[config.mk]
export PLATFORM = sky130hd
export DESIGN_NAME = cit_timer
export DESIGN_NICKNAME = d
export VERILOG_FILES = /design/src/rtl/cit_timer.v /design/src/rtl/cit_prescaler.v
export VERILOG_INCLUDE_DIRS = /design/src /design/src/rtl
export SDC_FILE = /design/constraint.sdc
export NUM_CORES = 1
export LEC_CHECK = 0
export ABC_AREA = 1
export BUFFER_PORTS_ARGS = -buffer_cell sky130_fd_sc_hd__buf_2
export CAP_MARGIN = 10
export CORE_MARGIN = 5
export CORE_UTILIZATION = 45
export DETAILED_ROUTE_END_ITERATION = 8
export PLACE_DENSITY = 0.66
export SYNTH_ARGS = -nofsm -noshare
export SYNTH_HDL_FRONTEND = slang
export SYNTH_SLANG_ARGS = --single-unit
[constraint.sdc]
create_clock -name pclk -period 6.4 [get_ports pclk]
set_clock_uncertainty 0.1 [all_clocks]
set_input_delay 0.32 -clock pclk [delete_from_list [all_inputs] [get_ports pclk]]
set_output_delay 0.32 -clock pclk [all_outputs]
set_load 0.05 [all_outputs]
[src/rtl/cit_defs.vh]
// constants of the bit-addressed interval timer block
// assumes inclusion by bare name from the design files
`ifndef CIT_DEFS_VH
`define CIT_DEFS_VH

// ----------------------------------------
// apb map: bit space, one word per bit
// ----------------------------------------
`define CIT_BITSPACE_TOP 5'h00
`define CIT_MULTI_IDX 10'h020
`define CIT_COUNT_IDX 10'h021

// ----------------------------------------
// bit positions in the bit space
// ----------------------------------------
`define CIT_BIT_MODE 5'h00
`define CIT_BIT_TFIRST 5'h01
`define CIT_BIT_TLAST 5'h0e
`define CIT_BIT_TIMER_IRQ 4'h3
`define CIT_BIT_SOFTRST 5'h0f
`define CIT_BIT_LED 5'h10
`define CIT_BIT_SHARED 5'h17
`define CIT_SHARED_SUM 6'h26

// ----------------------------------------
// widths, timing and reset values
// ----------------------------------------
`define CIT_TW 14
`define CIT_PRESCALE 7'h40
// tick is registered, so it is raised one count early; the decrement still lands on the 64th clock
`define CIT_PRESCALE_LAST 6'h3e
`define CIT_LED_RST 1'b1
`define CIT_MODE_RST 1'b0
`define CIT_MASK_RST 15'h0000
`define CIT_LOAD_RST 14'h0000

`endif

[src/rtl/cit_timer.v]
// bit-addressed interval/event timer with indicator and i/o bits, apb slave
// assumes apb master on pclk; irq and io reset pins asynchronous, synchronised here
`timescale 1ns/1ps
`default_nettype none
`include "cit_defs.vh"

module cit_timer (
   input wire pclk,
   input wire presetn,
   input wire psel,
   input wire penable,
   input wire pwrite,
   input wire [11:0] paddr,
   input wire [31:0] pwdata,
   output reg [31:0] prdata,
   output reg pready,
   output reg pslverr,
   input wire [15:1] irq_input_n,
   input wire io_reset_in_n,
   output reg user_indicator,
   output reg interrupt_request_flag,
   output reg [31:17] io_out,
   output reg [31:17] io_oe
);

   // ----------------------------------------
   // pin synchronisers
   // ----------------------------------------
   reg [15:1] irq_s1_reg;
   reg [15:1] irq_s2_reg;
   reg io_reset_in_n_s1_reg;
   reg io_reset_in_n_s2_reg;

   always @(posedge pclk or negedge presetn) begin
      if (!presetn) begin
         irq_s1_reg <= 15'h7fff;
         irq_s2_reg <= 15'h7fff;
         io_reset_in_n_s1_reg <= 1'b1;
         io_reset_in_n_s2_reg <= 1'b1;
      end else begin
         irq_s1_reg <= irq_input_n;
         irq_s2_reg <= irq_s1_reg;
         io_reset_in_n_s1_reg <= io_reset_in_n;
         io_reset_in_n_s2_reg <= io_reset_in_n_s1_reg;
      end
   end

   wire io_rst = ~io_reset_in_n_s2_reg;

   // ----------------------------------------
   // bus decode
   // ----------------------------------------
   wire setup = psel & ~penable;
   wire acc = psel & penable & pready;
   wire [4:0] bidx = paddr[6:2];
   wire bit_sp = (paddr[11:7] == `CIT_BITSPACE_TOP) & (paddr[1:0] == 2'b00);
   wire multi = (paddr[11:2] == `CIT_MULTI_IDX) & (paddr[1:0] == 2'b00);
   wire stat = (paddr[11:2] == `CIT_COUNT_IDX) & (paddr[1:0] == 2'b00);
   wire mapped = bit_sp | multi | stat;
   wire wv = pwdata[0];
   wire bwr = acc & pwrite & bit_sp;
   wire mwr = acc & pwrite & multi;

   // ----------------------------------------
   // state
   // ----------------------------------------
   reg mode_reg;
   reg [13:0] load_reg;
   reg [13:0] cnt_reg;
   reg [13:0] latch_reg;
   reg run_reg;
   reg [15:1] mask_reg;
   reg tflag_reg;

   reg mode_next;
   reg [13:0] load_next;
   reg [15:1] mask_next;
   reg start;
   reg mask3_wr;
   wire tick;

   // ----------------------------------------
   // mode, load and mask updates
   // ----------------------------------------
   always @* begin
      mode_next = mode_reg;
      load_next = load_reg;
      mask_next = mask_reg;
      start = 1'b0;
      mask3_wr = 1'b0;
      if (acc & bit_sp & bidx[4]) begin
         mode_next = 1'b0;
      end else if (bwr & (bidx == `CIT_BIT_MODE)) begin
         mode_next = wv;
      end else if (mwr) begin
         // mode plus 14 bits at once
         mode_next = pwdata[0];
         if (pwdata[0]) begin
            load_next = pwdata[14:1];
            start = 1'b1;
         end else begin
            mask_next[14:1] = pwdata[14:1];
            mask3_wr = 1'b1;
         end
      end else if (bwr & (bidx >= `CIT_BIT_TFIRST) & (bidx <= `CIT_BIT_TLAST) & mode_reg) begin
         load_next[bidx[3:0] - 4'h1] = wv;
         start = (bidx == `CIT_BIT_TLAST);
      end else if (bwr & (bidx != `CIT_BIT_MODE) & ~bidx[4] & ~mode_reg) begin
         mask_next[bidx[3:0]] = wv;
         mask3_wr = (bidx[3:0] == `CIT_BIT_TIMER_IRQ);
      end
   end

   // ----------------------------------------
   // prescaler
   // ----------------------------------------
   cit_prescaler u_pre (
      .pclk(pclk),
      .presetn(presetn),
      .restart(start),
      .tick(tick)
   );

   wire expire = run_reg & tick & (cnt_reg <= 14'h0001);
   wire tset = expire & mask_reg[`CIT_BIT_TIMER_IRQ];
   wire zero_load = start & (load_next == 14'h0000);

   // ----------------------------------------
   // counter, latch, interrupt
   // ----------------------------------------
   always @(posedge pclk or negedge presetn) begin
      if (!presetn) begin
         mode_reg <= `CIT_MODE_RST;
         load_reg <= `CIT_LOAD_RST;
         cnt_reg <= `CIT_LOAD_RST;
         latch_reg <= `CIT_LOAD_RST;
         run_reg <= 1'b0;
         mask_reg <= `CIT_MASK_RST;
         tflag_reg <= 1'b0;
      end else begin
         mode_reg <= mode_next;
         load_reg <= load_next;
         if (mode_next & ~mode_reg) begin
            latch_reg <= cnt_reg;
         end
         if (start) begin
            cnt_reg <= load_next;
            run_reg <= (load_next != 14'h0000);
         end else if (run_reg & tick) begin
            cnt_reg <= expire ? load_reg : cnt_reg - 14'h0001;
         end
         if (io_rst) begin
            mask_reg <= `CIT_MASK_RST;
         end else begin
            mask_reg <= mask_next;
            // expiry drops enable unless rewritten now
            // zero load drops only the timer enable, other levels keep theirs
            if ((expire & ~mask3_wr) | zero_load) begin
               mask_reg[`CIT_BIT_TIMER_IRQ] <= 1'b0;
            end
         end
         tflag_reg <= tset | (tflag_reg & ~(mask3_wr | io_rst | zero_load));
      end
   end

   // ----------------------------------------
   // indicator, output bits, request pin
   // ----------------------------------------
   wire soft_rst = bwr & (bidx == `CIT_BIT_SOFTRST) & mode_reg & ~wv;

   always @(posedge pclk or negedge presetn) begin
      if (!presetn) begin
         user_indicator <= `CIT_LED_RST;
         io_out <= 15'h0000;
         io_oe <= 15'h0000;
         interrupt_request_flag <= 1'b0;
      end else begin
         if (io_rst) begin
            user_indicator <= 1'b1;
            io_oe <= 15'h0000;
         end else if (soft_rst) begin
            user_indicator <= 1'b1;
            io_oe <= 15'h0000;
         end else if (bwr & (bidx == `CIT_BIT_LED)) begin
            user_indicator <= wv;
         end else if (bwr & bidx[4]) begin
            io_out[bidx] <= wv;
            io_oe[bidx] <= 1'b1;
         end
         interrupt_request_flag <= tflag_reg | (|(mask_reg & ~irq_s2_reg));
      end
   end

   // ----------------------------------------
   // read mux
   // ----------------------------------------
   reg rd_bit;

   always @* begin
      rd_bit = 1'b0;
      if (bidx == `CIT_BIT_MODE) begin
         rd_bit = mode_reg;
      end else if (bidx == `CIT_BIT_SOFTRST) begin
         rd_bit = mode_reg ? interrupt_request_flag : irq_s2_reg[15];
      end else if (~bidx[4]) begin
         rd_bit = mode_reg ? latch_reg[bidx[3:0] - 4'h1] : irq_s2_reg[bidx[3:0]];
      end else if (bidx == `CIT_BIT_LED) begin
         rd_bit = user_indicator;
      end else if (io_oe[bidx]) begin
         rd_bit = io_out[bidx];
      end else if (bidx >= `CIT_BIT_SHARED) begin
         // bit 23 pairs with irq 15 down to bit 31 with irq 7
         rd_bit = irq_s2_reg[`CIT_SHARED_SUM - {1'b0, bidx}];
      end
   end

   // ----------------------------------------
   // apb slave, one wait-free access phase
   // ----------------------------------------
   always @(posedge pclk or negedge presetn) begin
      if (!presetn) begin
         prdata <= 32'h0000_0000;
         pready <= 1'b0;
         pslverr <= 1'b0;
      end else begin
         pready <= setup & ~pready;
         if (setup) begin
            pslverr <= ~mapped;
            if (bit_sp) begin
               prdata <= {31'h0000_0000, rd_bit};
            end else if (multi) begin
               prdata <= mode_reg ? {16'h0000, interrupt_request_flag, latch_reg, 1'b1}
                                  : {16'h0000, irq_s2_reg, 1'b0};
            end else if (stat) begin
               prdata <= {18'h0_0000, cnt_reg};
            end else begin
               prdata <= 32'h0000_0000;
            end
         end
      end
   end

endmodule // cit_timer

`default_nettype wire

[src/rtl/cit_prescaler.v]
// divide-by-64 enable generator for the timer decrement
// assumes one clock; restart is a one-cycle pulse from the same domain
`timescale 1ns/1ps
`default_nettype none
`include "cit_defs.vh"

module cit_prescaler (
   input wire pclk,
   input wire presetn,
   input wire restart,
   output reg tick
);

   reg [5:0] div_reg;

   // ----------------------------------------
   // divider
   // ----------------------------------------
   always @(posedge pclk or negedge presetn) begin
      if (!presetn) begin
         div_reg <= 6'h00;
         tick <= 1'b0;
      end else if (restart) begin
         div_reg <= 6'h00;
         tick <= 1'b0;
      end else begin
         div_reg <= div_reg + 6'h01;
         tick <= (div_reg == `CIT_PRESCALE_LAST);
      end
   end

endmodule // cit_prescaler

`default_nettype wire

# ---- After elaboration in Yosys (flattened, before gate mapping)
# Index checks and enable logic that the tools add are counted.
dict set report totals {
  register_bits 165
  in_bits 65
  out_inout_bits 66
  elab_cells 199
}
dict set report classes {
  add_sub_neg 4
  n_lt_le_gt_ge 11
  eq_ne 23
  n_mux 71
  n_bitwise 52
  reduce_logical 16
}
# operator count
set ops {}
lappend ops {{14-bit two-way mux} 11}
lappend ops {{15-bit two-way mux} 9}
lappend ops {{1-bit two-way mux} 36}
lappend ops {{16-bit two-way mux} 2}
lappend ops {{32-bit two-way mux} 1}
lappend ops {{1-bit bitwise AND} 31}
lappend ops {{15-bit bitwise mux} 2}
lappend ops {{10-bit by 6-bit == test with 1-bit output, second input constant} 2}
lappend ops {{15-bit bitwise AND} 1}
lappend ops {{15-bit NOT} 1}
lappend ops {{15-bit OR} 1}
lappend ops {{5-bit AND reduction} 3}
lappend ops {{15-bit OR reduction} 1}
lappend ops {{14-bit bitwise mux} 1}
lappend ops {{14-bit by 1-bit less-or-equal comparator with 1-bit output, second input constant} 1}
lappend ops {{14-bit logical NOT} 1}
lappend ops {{14-bit nonzero test} 1}
lappend ops {{14-bit by 1-bit subtractor with 14-bit output, second input constant} 1}
lappend ops {{1-bit binary-select mux with 4-bit select} 3}
lappend ops {{1-bit NOT} 11}
lappend ops {{1-bit binary-select mux with 5-bit select} 2}
lappend ops {{5-bit by 4-bit == test with 1-bit output, second input constant} 2}
lappend ops {{5-bit by 1-bit greater-or-equal comparator with 1-bit output, second input constant} 2}
lappend ops {{5-bit logical NOT} 2}
lappend ops {{29 further kinds} 49}

# ---- Logic depth before layout (Yosys ltp)
# Gate-level depths: netlist of the first run.
dict set report logic_depth {
  word_depth 17
  mapped_depth 21
  depth_no_buf 19
}

# ---- Cells and area by module
# From an unflattened synthesis of the first run, not the netlist that was laid out.
dict set report hier_totals {
  cells_unflattened 1024
  hier_area_um2 8222.9
}
# mod n_inst cells_per_inst area_per_inst_um2 seq_area_each_um2
set by_module_without_submodules {}
lappend by_module_without_submodules {cit_timer 1 993 7917.6 3594.7}
lappend by_module_without_submodules {cit_prescaler 1 31 305.3 175.2}

# ---- Worst setup path before layout of the first run
# OpenSTA, ideal clock, no wires.
dict set report synth_path {
  path_kind {input port to flip-flop}
  start {in paddr[3]}
  end {reg tflag_reg}
  setup_ns 0.116
  t_arrival_ns 2.470
  required_time_ns 6.184
  slack_ns 3.714
  stages 19
  n_path_buf 2
  cell_sequence {clkbuf_1 -> inv_1 -> clkbuf_1 -> ha_1 -> inv_2 -> nor2_4 -> inv_2 -> nand2_1 -> nand2_1 -> nor2_4 -> nand2_1 -> nand2_1 -> nand2_2 -> inv_2 -> nand3_1 -> nor2_1 -> nand3_2 -> nand2_1 -> nand2_1}
}
dict set report synth_between {
  elab_chain_len 16
  elab_cells_between_ends 43
}
# item line_no
set synth_lines {}
lappend synth_lines {{from (decl)} cit_timer.v:13} ;# input wire [11:0] paddr,
lappend synth_lines {{4-bit by 1-bit subtractor with 4-bit output} cit_timer.v:106} ;# load_next[bidx[3:0] - 4'h1] = wv;
lappend synth_lines {{4-bit by 5-bit < comparator with 1-bit output (implied by the code) or 4-bit by 1-bit greater-or-equal comparator with 1-bit output (tied branches)} cit_timer.v:106}
lappend synth_lines {{1-bit logical AND (implied by the code)} cit_timer.v:106}
lappend synth_lines {{1-bit two-way mux (implied by the code)} cit_timer.v:106}
lappend synth_lines {{1-bit demux with 4-bit select} cit_timer.v:106}
lappend synth_lines {{14-bit bitwise mux} cit_timer.v:106}
lappend synth_lines {{14-bit two-way mux} cit_timer.v:105} ;# end else if (bwr & (bidx >= `CIT_BIT_TFIRST) & (bidx <= `CIT_BIT_TLAST) & mode_reg) begin
lappend synth_lines {{14-bit two-way mux} cit_timer.v:95} ;# end else if (mwr) begin
lappend synth_lines {{14-bit two-way mux} cit_timer.v:93} ;# end else if (bwr & (bidx == `CIT_BIT_MODE)) begin
lappend synth_lines {{14-bit two-way mux} cit_timer.v:91} ;# if (acc & bit_sp & bidx[4]) begin
lappend synth_lines {{14-bit logical NOT} cit_timer.v:126} ;# wire zero_load = start & (load_next == 14'h0000);
lappend synth_lines {{1-bit bitwise AND} cit_timer.v:126}
lappend synth_lines {{1-bit OR *} cit_timer.v:162} ;# tflag_reg <= tset | (tflag_reg & ~(mask3_wr | io_rst | zero_load));
lappend synth_lines {{1-bit NOT *} cit_timer.v:162}
lappend synth_lines {{1-bit bitwise AND *} cit_timer.v:162}
lappend synth_lines {{1-bit OR *} cit_timer.v:162}
lappend synth_lines {{to (signal assigned)} cit_timer.v:162}
lappend synth_lines {{to (decl)} cit_timer.v:73} ;# reg tflag_reg;
# Mark *: on every way between the ends. The rest lies on a longest branch, timed or not.
# A chain may end at the register's enable or synchronous reset.

# ---- Final worst setup path of the first run
dict set report layout_path {
  start {in paddr[2]}
  end {reg mask_reg[3] (netlist bit)}
}
dict set report layout_between {
  elab_chain_len 15
  elab_cells_between_ends 60
}
# item line_no
set layout_lines {}
lappend layout_lines {{4-bit by 1-bit subtractor with 4-bit output} cit_timer.v:106}
lappend layout_lines {{4-bit by 5-bit < comparator with 1-bit output (implied by the code) or 4-bit by 1-bit greater-or-equal comparator with 1-bit output (tied branches)} cit_timer.v:106}
lappend layout_lines {{1-bit logical AND (implied by the code)} cit_timer.v:106}
lappend layout_lines {{1-bit two-way mux (implied by the code)} cit_timer.v:106}
lappend layout_lines {{1-bit demux with 4-bit select} cit_timer.v:106}
lappend layout_lines {{14-bit bitwise mux} cit_timer.v:106}
lappend layout_lines {{14-bit two-way mux} cit_timer.v:105}
lappend layout_lines {{14-bit two-way mux} cit_timer.v:95}
lappend layout_lines {{14-bit two-way mux} cit_timer.v:93}
lappend layout_lines {{14-bit two-way mux} cit_timer.v:91}
lappend layout_lines {{14-bit logical NOT} cit_timer.v:126}
lappend layout_lines {{1-bit bitwise AND} cit_timer.v:126}
lappend layout_lines {{1-bit OR} cit_timer.v:158} ;# if ((expire & ~mask3_wr) | zero_load) begin
lappend layout_lines {{4-bit by 1-bit inequality test with 1-bit output (no source line), or another cell as far along} --}
lappend layout_lines {{5-bit AND reduction (no source line) or 15-bit two-way mux (tied branches)} --}
lappend layout_lines {{to (signal assigned)} cit_timer.v:138} ;# mask_reg <= `CIT_MASK_RST;
lappend layout_lines {{to (signal assigned)} cit_timer.v:153} ;# mask_reg <= `CIT_MASK_RST;
lappend layout_lines {{to (signal assigned)} cit_timer.v:155} ;# mask_reg <= mask_next;
lappend layout_lines {{to (decl)} cit_timer.v:72} ;# reg [15:1] mask_reg;
# Parallel ways exist; a longest one is shown, timed or not. The select of a mux whose other input is x is not followed.

==> impl_metrics.tcl, run 1 <==
set metrics [dict create \
    status "finished clean" \
    cellPowerDensity_nw_per_um2 233.4 \
    crit_chain "buf_2 > inv_2 > ha_1 > inv_2 > nor2_8 > nand4_4 > nand2_1 > inv_2 > a21oi_1 > nand2_1 > a311oi_1 > nor2_1 > nand2_1 > inv_1" \
    overflow 0 \
    dp_hpwl_um 18270 \
    cts_max_level 4 \
    synth_edf_count 0 \
    critPathLaunchType "input pin" \
    fin_nets 1218 \
    final_common_cell "nand2_1" \
    die_h_um 146.3 \
    syn_avg_cell_area_sq_um 7.965 \
    yosys_warnings 0 \
    cp_slowest_cell "a21oi_1" \
    worstPathMaxFanout 43 \
    ir_worst_vdd_v 0.0001933 \
    drv_cap 0 \
    yosys_register_bits 149 \
    final_cell_mix "nand2_1, dfrtp_1, o21ai_0" \
    largest_register "prdata" \
    crit_buf_inv 5 \
    wl_per_cell_um 17.85 \
    netlist_area_sq_um 8363 \
    gp_congestion 0.9129 \
    area_growth_pct 15.68 \
    worst_slack_ps 2391 \
    cp-end-kind "flip-flop" \
    routed_wl_um 24730 \
    row_count 49 \
    cts_tree "done" \
    cts-buffers-inserted 17 \
    die_w_um 146.3 \
    start_util_pct 46.08 \
    crit_required_ps 6630 \
    grt_pass1_vias 7249 \
    min_period_over_period_pct 62.64 \
    die-area_sq_um 21410 \
    core_sq_um 18150 \
    ys.flop_type "dfrtp_1" \
    ant_nets 0 \
    synth_cell_type_count 59 \
    syn_inst 1050 \
    vias 7635 \
    finalPower_w 0.002258 \
    num_antenna_cells 0 \
    place.port_buffers 97 \
    root_buffer "clkbuf_16" \
    clk_path_buf_depth 2 \
    synth.area.top_cells "dfrtp_1, nand2_1, dfstp_2, o21ai_0, inv_1" \
    fillCellCount 1731 \
    timing.critical_path.arrival_ps 4240 \
    antenna_found_initial 0 \
    async_flop_share_pct 100.0 \
    path_class "input pin to flip-flop" \
    grt_max_degree 80 \
    yosysSeqAreaShare_pct 45.08 \
    cts.sinks 149 \
    tightest_slew_ps 938.5 \
    cpPeakStageDelay_ps 740 \
    postCtsSetupBuffers 0 \
    first_iter_violations 870 \
    relSlewSlack_pct 37.22 \
    io_pins 131 \
    drive_gt1_share_pct 20.07 \
    synth_top_area_share_pct 34.71 \
    grt_use_total_pct 23.46 \
    firstDrtPassIters 5 \
    leakagePower_nw 4.658 \
    yosys.area.top_type "dfrtp_1" \
    rsz0062_at_grt "false" \
    finalWorstPathRequiredPeriod_ps 4009 \
    max_freq_mhz 249.4 \
    finalMaxSlewViolations 0 \
    avgViaCountPerCell 5.513 \
    clock_latency_ps 430 \
    setup_violations 0 \
    grt_pass1_wl_um 40090 \
    ctsHoldBuffers 17 \
    pre_cts_ws_ps 2051 \
    fin_tns_setup_ps 0 \
    largest_reg_flops 16 \
    hold_violations 0 \
    postCtsResizedCells 0 \
    cpLargestDelayFamily "simple AND/OR/NAND/NOR gates" \
    hold_path_class "input pin to flip-flop" \
    drc 0 \
    clk_pin_slew_ps 70 \
]
[cells by family after synthesis]
kind of cell | after synthesis | synth area share, %
AOI/OAI and AO/OA | 237 | 16.88
xor gates and xnor gates | 12 | 1.347
adders and majority gates | 10 | 1.496
buffers and inverters | 168 | 9.082
DFF | 149 | 45.08
muxes | 7 | 0.8379
other | 1 | 0.04484
and+or+nand+nor | 466 | 25.24
[power breakdown]
group / internal (W) / switching [W] / total [W]
Clock: 0.000635 / 0.000418 / 0.00105
Combinational: 0.0000562 / 0.000156 / 0.000212
Sequential: 0.000974 / 0.0000195 / 0.000993
Total: 0.00167 / 0.000593 / 0.00226
[per-stage QoR]
stage | hold slack, ps | util, % | instance area (sq um) | instances
2_1_floorplan | -75.59 | - | 8419 | 1065
3_3_place_gp | 245.5 | 48.95 | 8884 | 1336
3_5_place_dp | 246.8 | 48.95 | 8884 | 1336
4_1_cts | 136.7 | 53.31 | 9674 | 1385
5_1_grt | 164.7 | 53.31 | 9674 | 1385
6_report | 157.8 | 53.31 | 9674 | 1385
[per-layer routing]
layer / GRT usage (%) / vias to the layer above / part of all wire, %
li1: - / 3653 / -
met4: 8.937 / 0 / 3.1
met2: 34.13 / 335 / 43
met5: 0 / - / 0
met1: 34.23 / 3597 / 45
met3: 5.144 / 50 / 8.4
[cell usage after synthesis, types with 2 or more instances]
cell type	count
nor2_4	9
a22oi_1	2
nand3_1	45
a221oi_1	2
a32oi_1	11
o31ai_1	3
inv_6	2
o21ai_1	30
a31oi_1	3
dfstp_2	33
buf_4	19
xnor2_1	3
inv_2	19
nor2_2	12
nand4_1	11
dfrtp_1	116
buf_6	4
clkbuf_1	24
o211ai_1	2
o221ai_1	23
a211oi_1	2
nand2_4	2
nand3_2	3
clkinv_1	3
nor2_8	2
xor2_1	8
buf_2	8
ha_1	10
nand2_1	284
nor4_1	2
nor3_1	8
inv_1	86
or2_2	3
o22ai_1	7
mux2i_1	7
nor2_1	73
o21ai_0	113
nand2_2	7
a21oi_1	29
[worst reg2reg max path, delay by kind of cell, from the launching register on]
family / cells / cell delay (ps)
AO/OA/AOI/OAI: 2 / 1040
buffers and inverters: 2 / 140
flip-flops: 1 / 380
AND/OR/NAND/NOR: 7 / 1580
[layout make-up]
type                            count  area, sq um  area share [%]
Timing Repair Buffer              115        669.4           6.919
Multi-Input combinational cell    748         3890           40.21
Inverter                          112        437.9           4.527
Sequential cell                   149         3770           38.97
Tap cell                          229        286.5           2.962
Clock buffer                       21        491.7           5.083
Clock inverter                     11        128.9           1.332
[path summary, 6_finish.rpt]
| check | start | end | slack, ps | depth (start not counted) |
|---|---|---|---|---|
| worst max-delay path | paddr[2] | mask_reg[3] | 2390 | 14 |
| worst min-delay path | pwdata[10] | mask_reg[10] | 160 | 3 |
| worst max register to register | pready | mask_reg[3] | 3060 | 11 |
| worst min register to register | irq_s1_reg[8] | irq_s2_reg[8] | 250 | 0 |
| max in group asynchronous | presetn | load_reg[1] | 4410 | 3 |
| min in group asynchronous | presetn | mask_reg[4] | 390 | 2 |
Power figures use the tool's default switching activity.
==> inputs of run 2 (changes only) <==
- clock period: 6.4 -> 3.9 ns (I/O delays scaled with it)
==> run 2 against run 1 <==
Effect of this change:
- worst setup slack got worse by 1200 ps
- combinational power rose by 68%
- non-clock buffer count rose by 12
- worst hold slack got worse by 120 ps
- routed wire length rose by 2.2%
- die area did not move
- critical path depth fell by 4
- power rose by 62%
- register-to-register slack got worse by 1900 ps
- first-iteration DRC count rose by 12%
- clock-buffer cell count rose by 2
- critical path type is now flip-flop to flip-flop
- largest cell class unchanged
- largest power group unchanged
==> impl_metrics.tcl, run 2 (synthesis gave the netlist of run 1 again) <==
set metrics [dict create \
    placed_cells 1348 \
    path_class "flip-flop to flip-flop" \
    cellPowerDensity_nw_per_um2 375.1 \
    min_period_over_period_pct 70.37 \
    finalMaxSlewViolations 0 \
    avgViaCountPerCell 5.500 \
    multi_input_area_sq_um 3890 \
    row_count 49 \
    clk_pin_slew_ps 60 \
    wl_per_cell_um 18.09 \
    largest_register "prdata" \
    vias 7684 \
    io_pins 131 \
    grt_pass1_wl_um 40980 \
    reg2reg_depth 10 \
    ir_worst_vdd_v 0.0002973 \
    fin_nets 1230 \
    postCtsSetupBuffers 0 \
    pre_cts_ws_ps 925.9 \
    area_growth_pct 16.71 \
    num_antenna_cells 0 \
    drive_gt1_share_pct 20.89 \
    hold_violations 0 \
    tightest_slew_ps 802.2 \
    ant_nets 0 \
    final_cell_mix "nand2_1, dfrtp_1, o21ai_0" \
    fin_tns_setup_ps 0 \
    fin_cells 1397 \
    firstDrtPassIters 6 \
    die-area_sq_um 21410 \
    cp-end-kind "flip-flop" \
    finalWorstPathRequiredPeriod_ps 2744 \
    holdWs_ps 33.06 \
    setup_violations 0 \
    antenna_found_initial 0 \
    ctsHoldBuffers 17 \
    drv_cap 0 \
    core_sq_um 18150 \
    die_h_um 146.3 \
    finalPower_w 0.003661 \
    critPathLaunchType "flip-flop" \
    timing.critical_path.arrival_ps 2940 \
    place.port_buffers 97 \
    cts_tree "done" \
    hold_path_class "input pin to flip-flop" \
    grt_pass1_vias 7556 \
    first_iter_violations 978 \
    clock_latency_ps 430 \
    grt_use_total_pct 23.98 \
    worstPathMaxFanout 14 \
    clk_path_buf_depth 2 \
    largest_reg_flops 16 \
    die_w_um 146.3 \
    crit_required_ps 4100 \
    rsz0062_at_grt "false" \
    overflow 0 \
    cts_max_level 4 \
    register_area_sq_um 3770 \
    gp_congestion 0.9259 \
    final_common_cell "nand2_1" \
    leakagePower_nw 4.711 \
    cts.sinks 149 \
    cts-buffers-inserted 17 \
    status "finished clean" \
    grt_max_degree 78 \
    root_buffer "clkbuf_16" \
    routed_wl_um 25280 \
    dp_hpwl_um 18720 \
    max_freq_mhz 364.4 \
    postCtsResizedCells 0 \
    hold_path_depth 3 \
    fillCellCount 1740 \
    relSlewSlack_pct 46.12 \
    worst_slack_ps 1156 \
    drc 0 \
    start_util_pct 46.08 \
]
==> run 2: metrics by stage <==
stage / util, % / instance area [sq um]
floorplan: - / 8419
global placement: 49.52 / 8986
detailed placement: 49.52 / 8986
CTS: 53.79 / 9761
global route: 53.79 / 9761
finish: 53.79 / 9761
==> run 2: worst paths after layout <==
kind | endpoint | start | slack (ps)
worst max-delay path | cnt_reg[10] | cnt_reg[0] | 1160
worst min register to register | irq_s2_reg[11] | irq_s1_reg[11] | 250
max in group asynchronous | prdata[1] | presetn | 2590
worst min-delay path | mask_reg[12] | pwdata[12] | 30
min in group asynchronous | mask_reg[4] | presetn | 250
worst max register to register | cnt_reg[10] | cnt_reg[0] | 1160
==> run 2: power breakdown <==
part,total [W],internal [W],switching [W]
Sequential,0.00163,0.00160,0.0000313
Combinational,0.000356,0.0000992,0.000257
Clock,0.00168,0.000972,0.000704
Total,0.00366,0.00267,0.000992
==> run 2: metal layers <==
| layer | track usage, % | vias up | wire, um |
|---|---|---|---|
| li1 | - | 3670 | - |
| met1 | 34.73 | 3630 | 11520 |
| met2 | 35.15 | 332 | 10880 |
| met3 | 5.702 | 52 | 2201 |
| met4 | 8.514 | 0 | 676 |
| met5 | 0 | - | 0 |
==> run 2: area by class of cell <==
type                    count  share of cell area (%)
flip-flops and latches    149                   38.62
repair buffers            127                   7.909
clock buffers              23                   5.435
inverters                 112                   4.487
clock inverters             9                  0.7563
multi-input cells         748                   39.85
well taps                 229                   2.936
==> run 2: worst max-delay path: stages (launching register included) <==
cell and delay, ps:
dfrtp_1 450, inv_1 140, ha_1 290, o21ai_0 180, nor2_1 60, nand2_1 400, inv_1 410, nor3_1 290
o21ai_0 120, nand2_1 100, o21ai_0 80
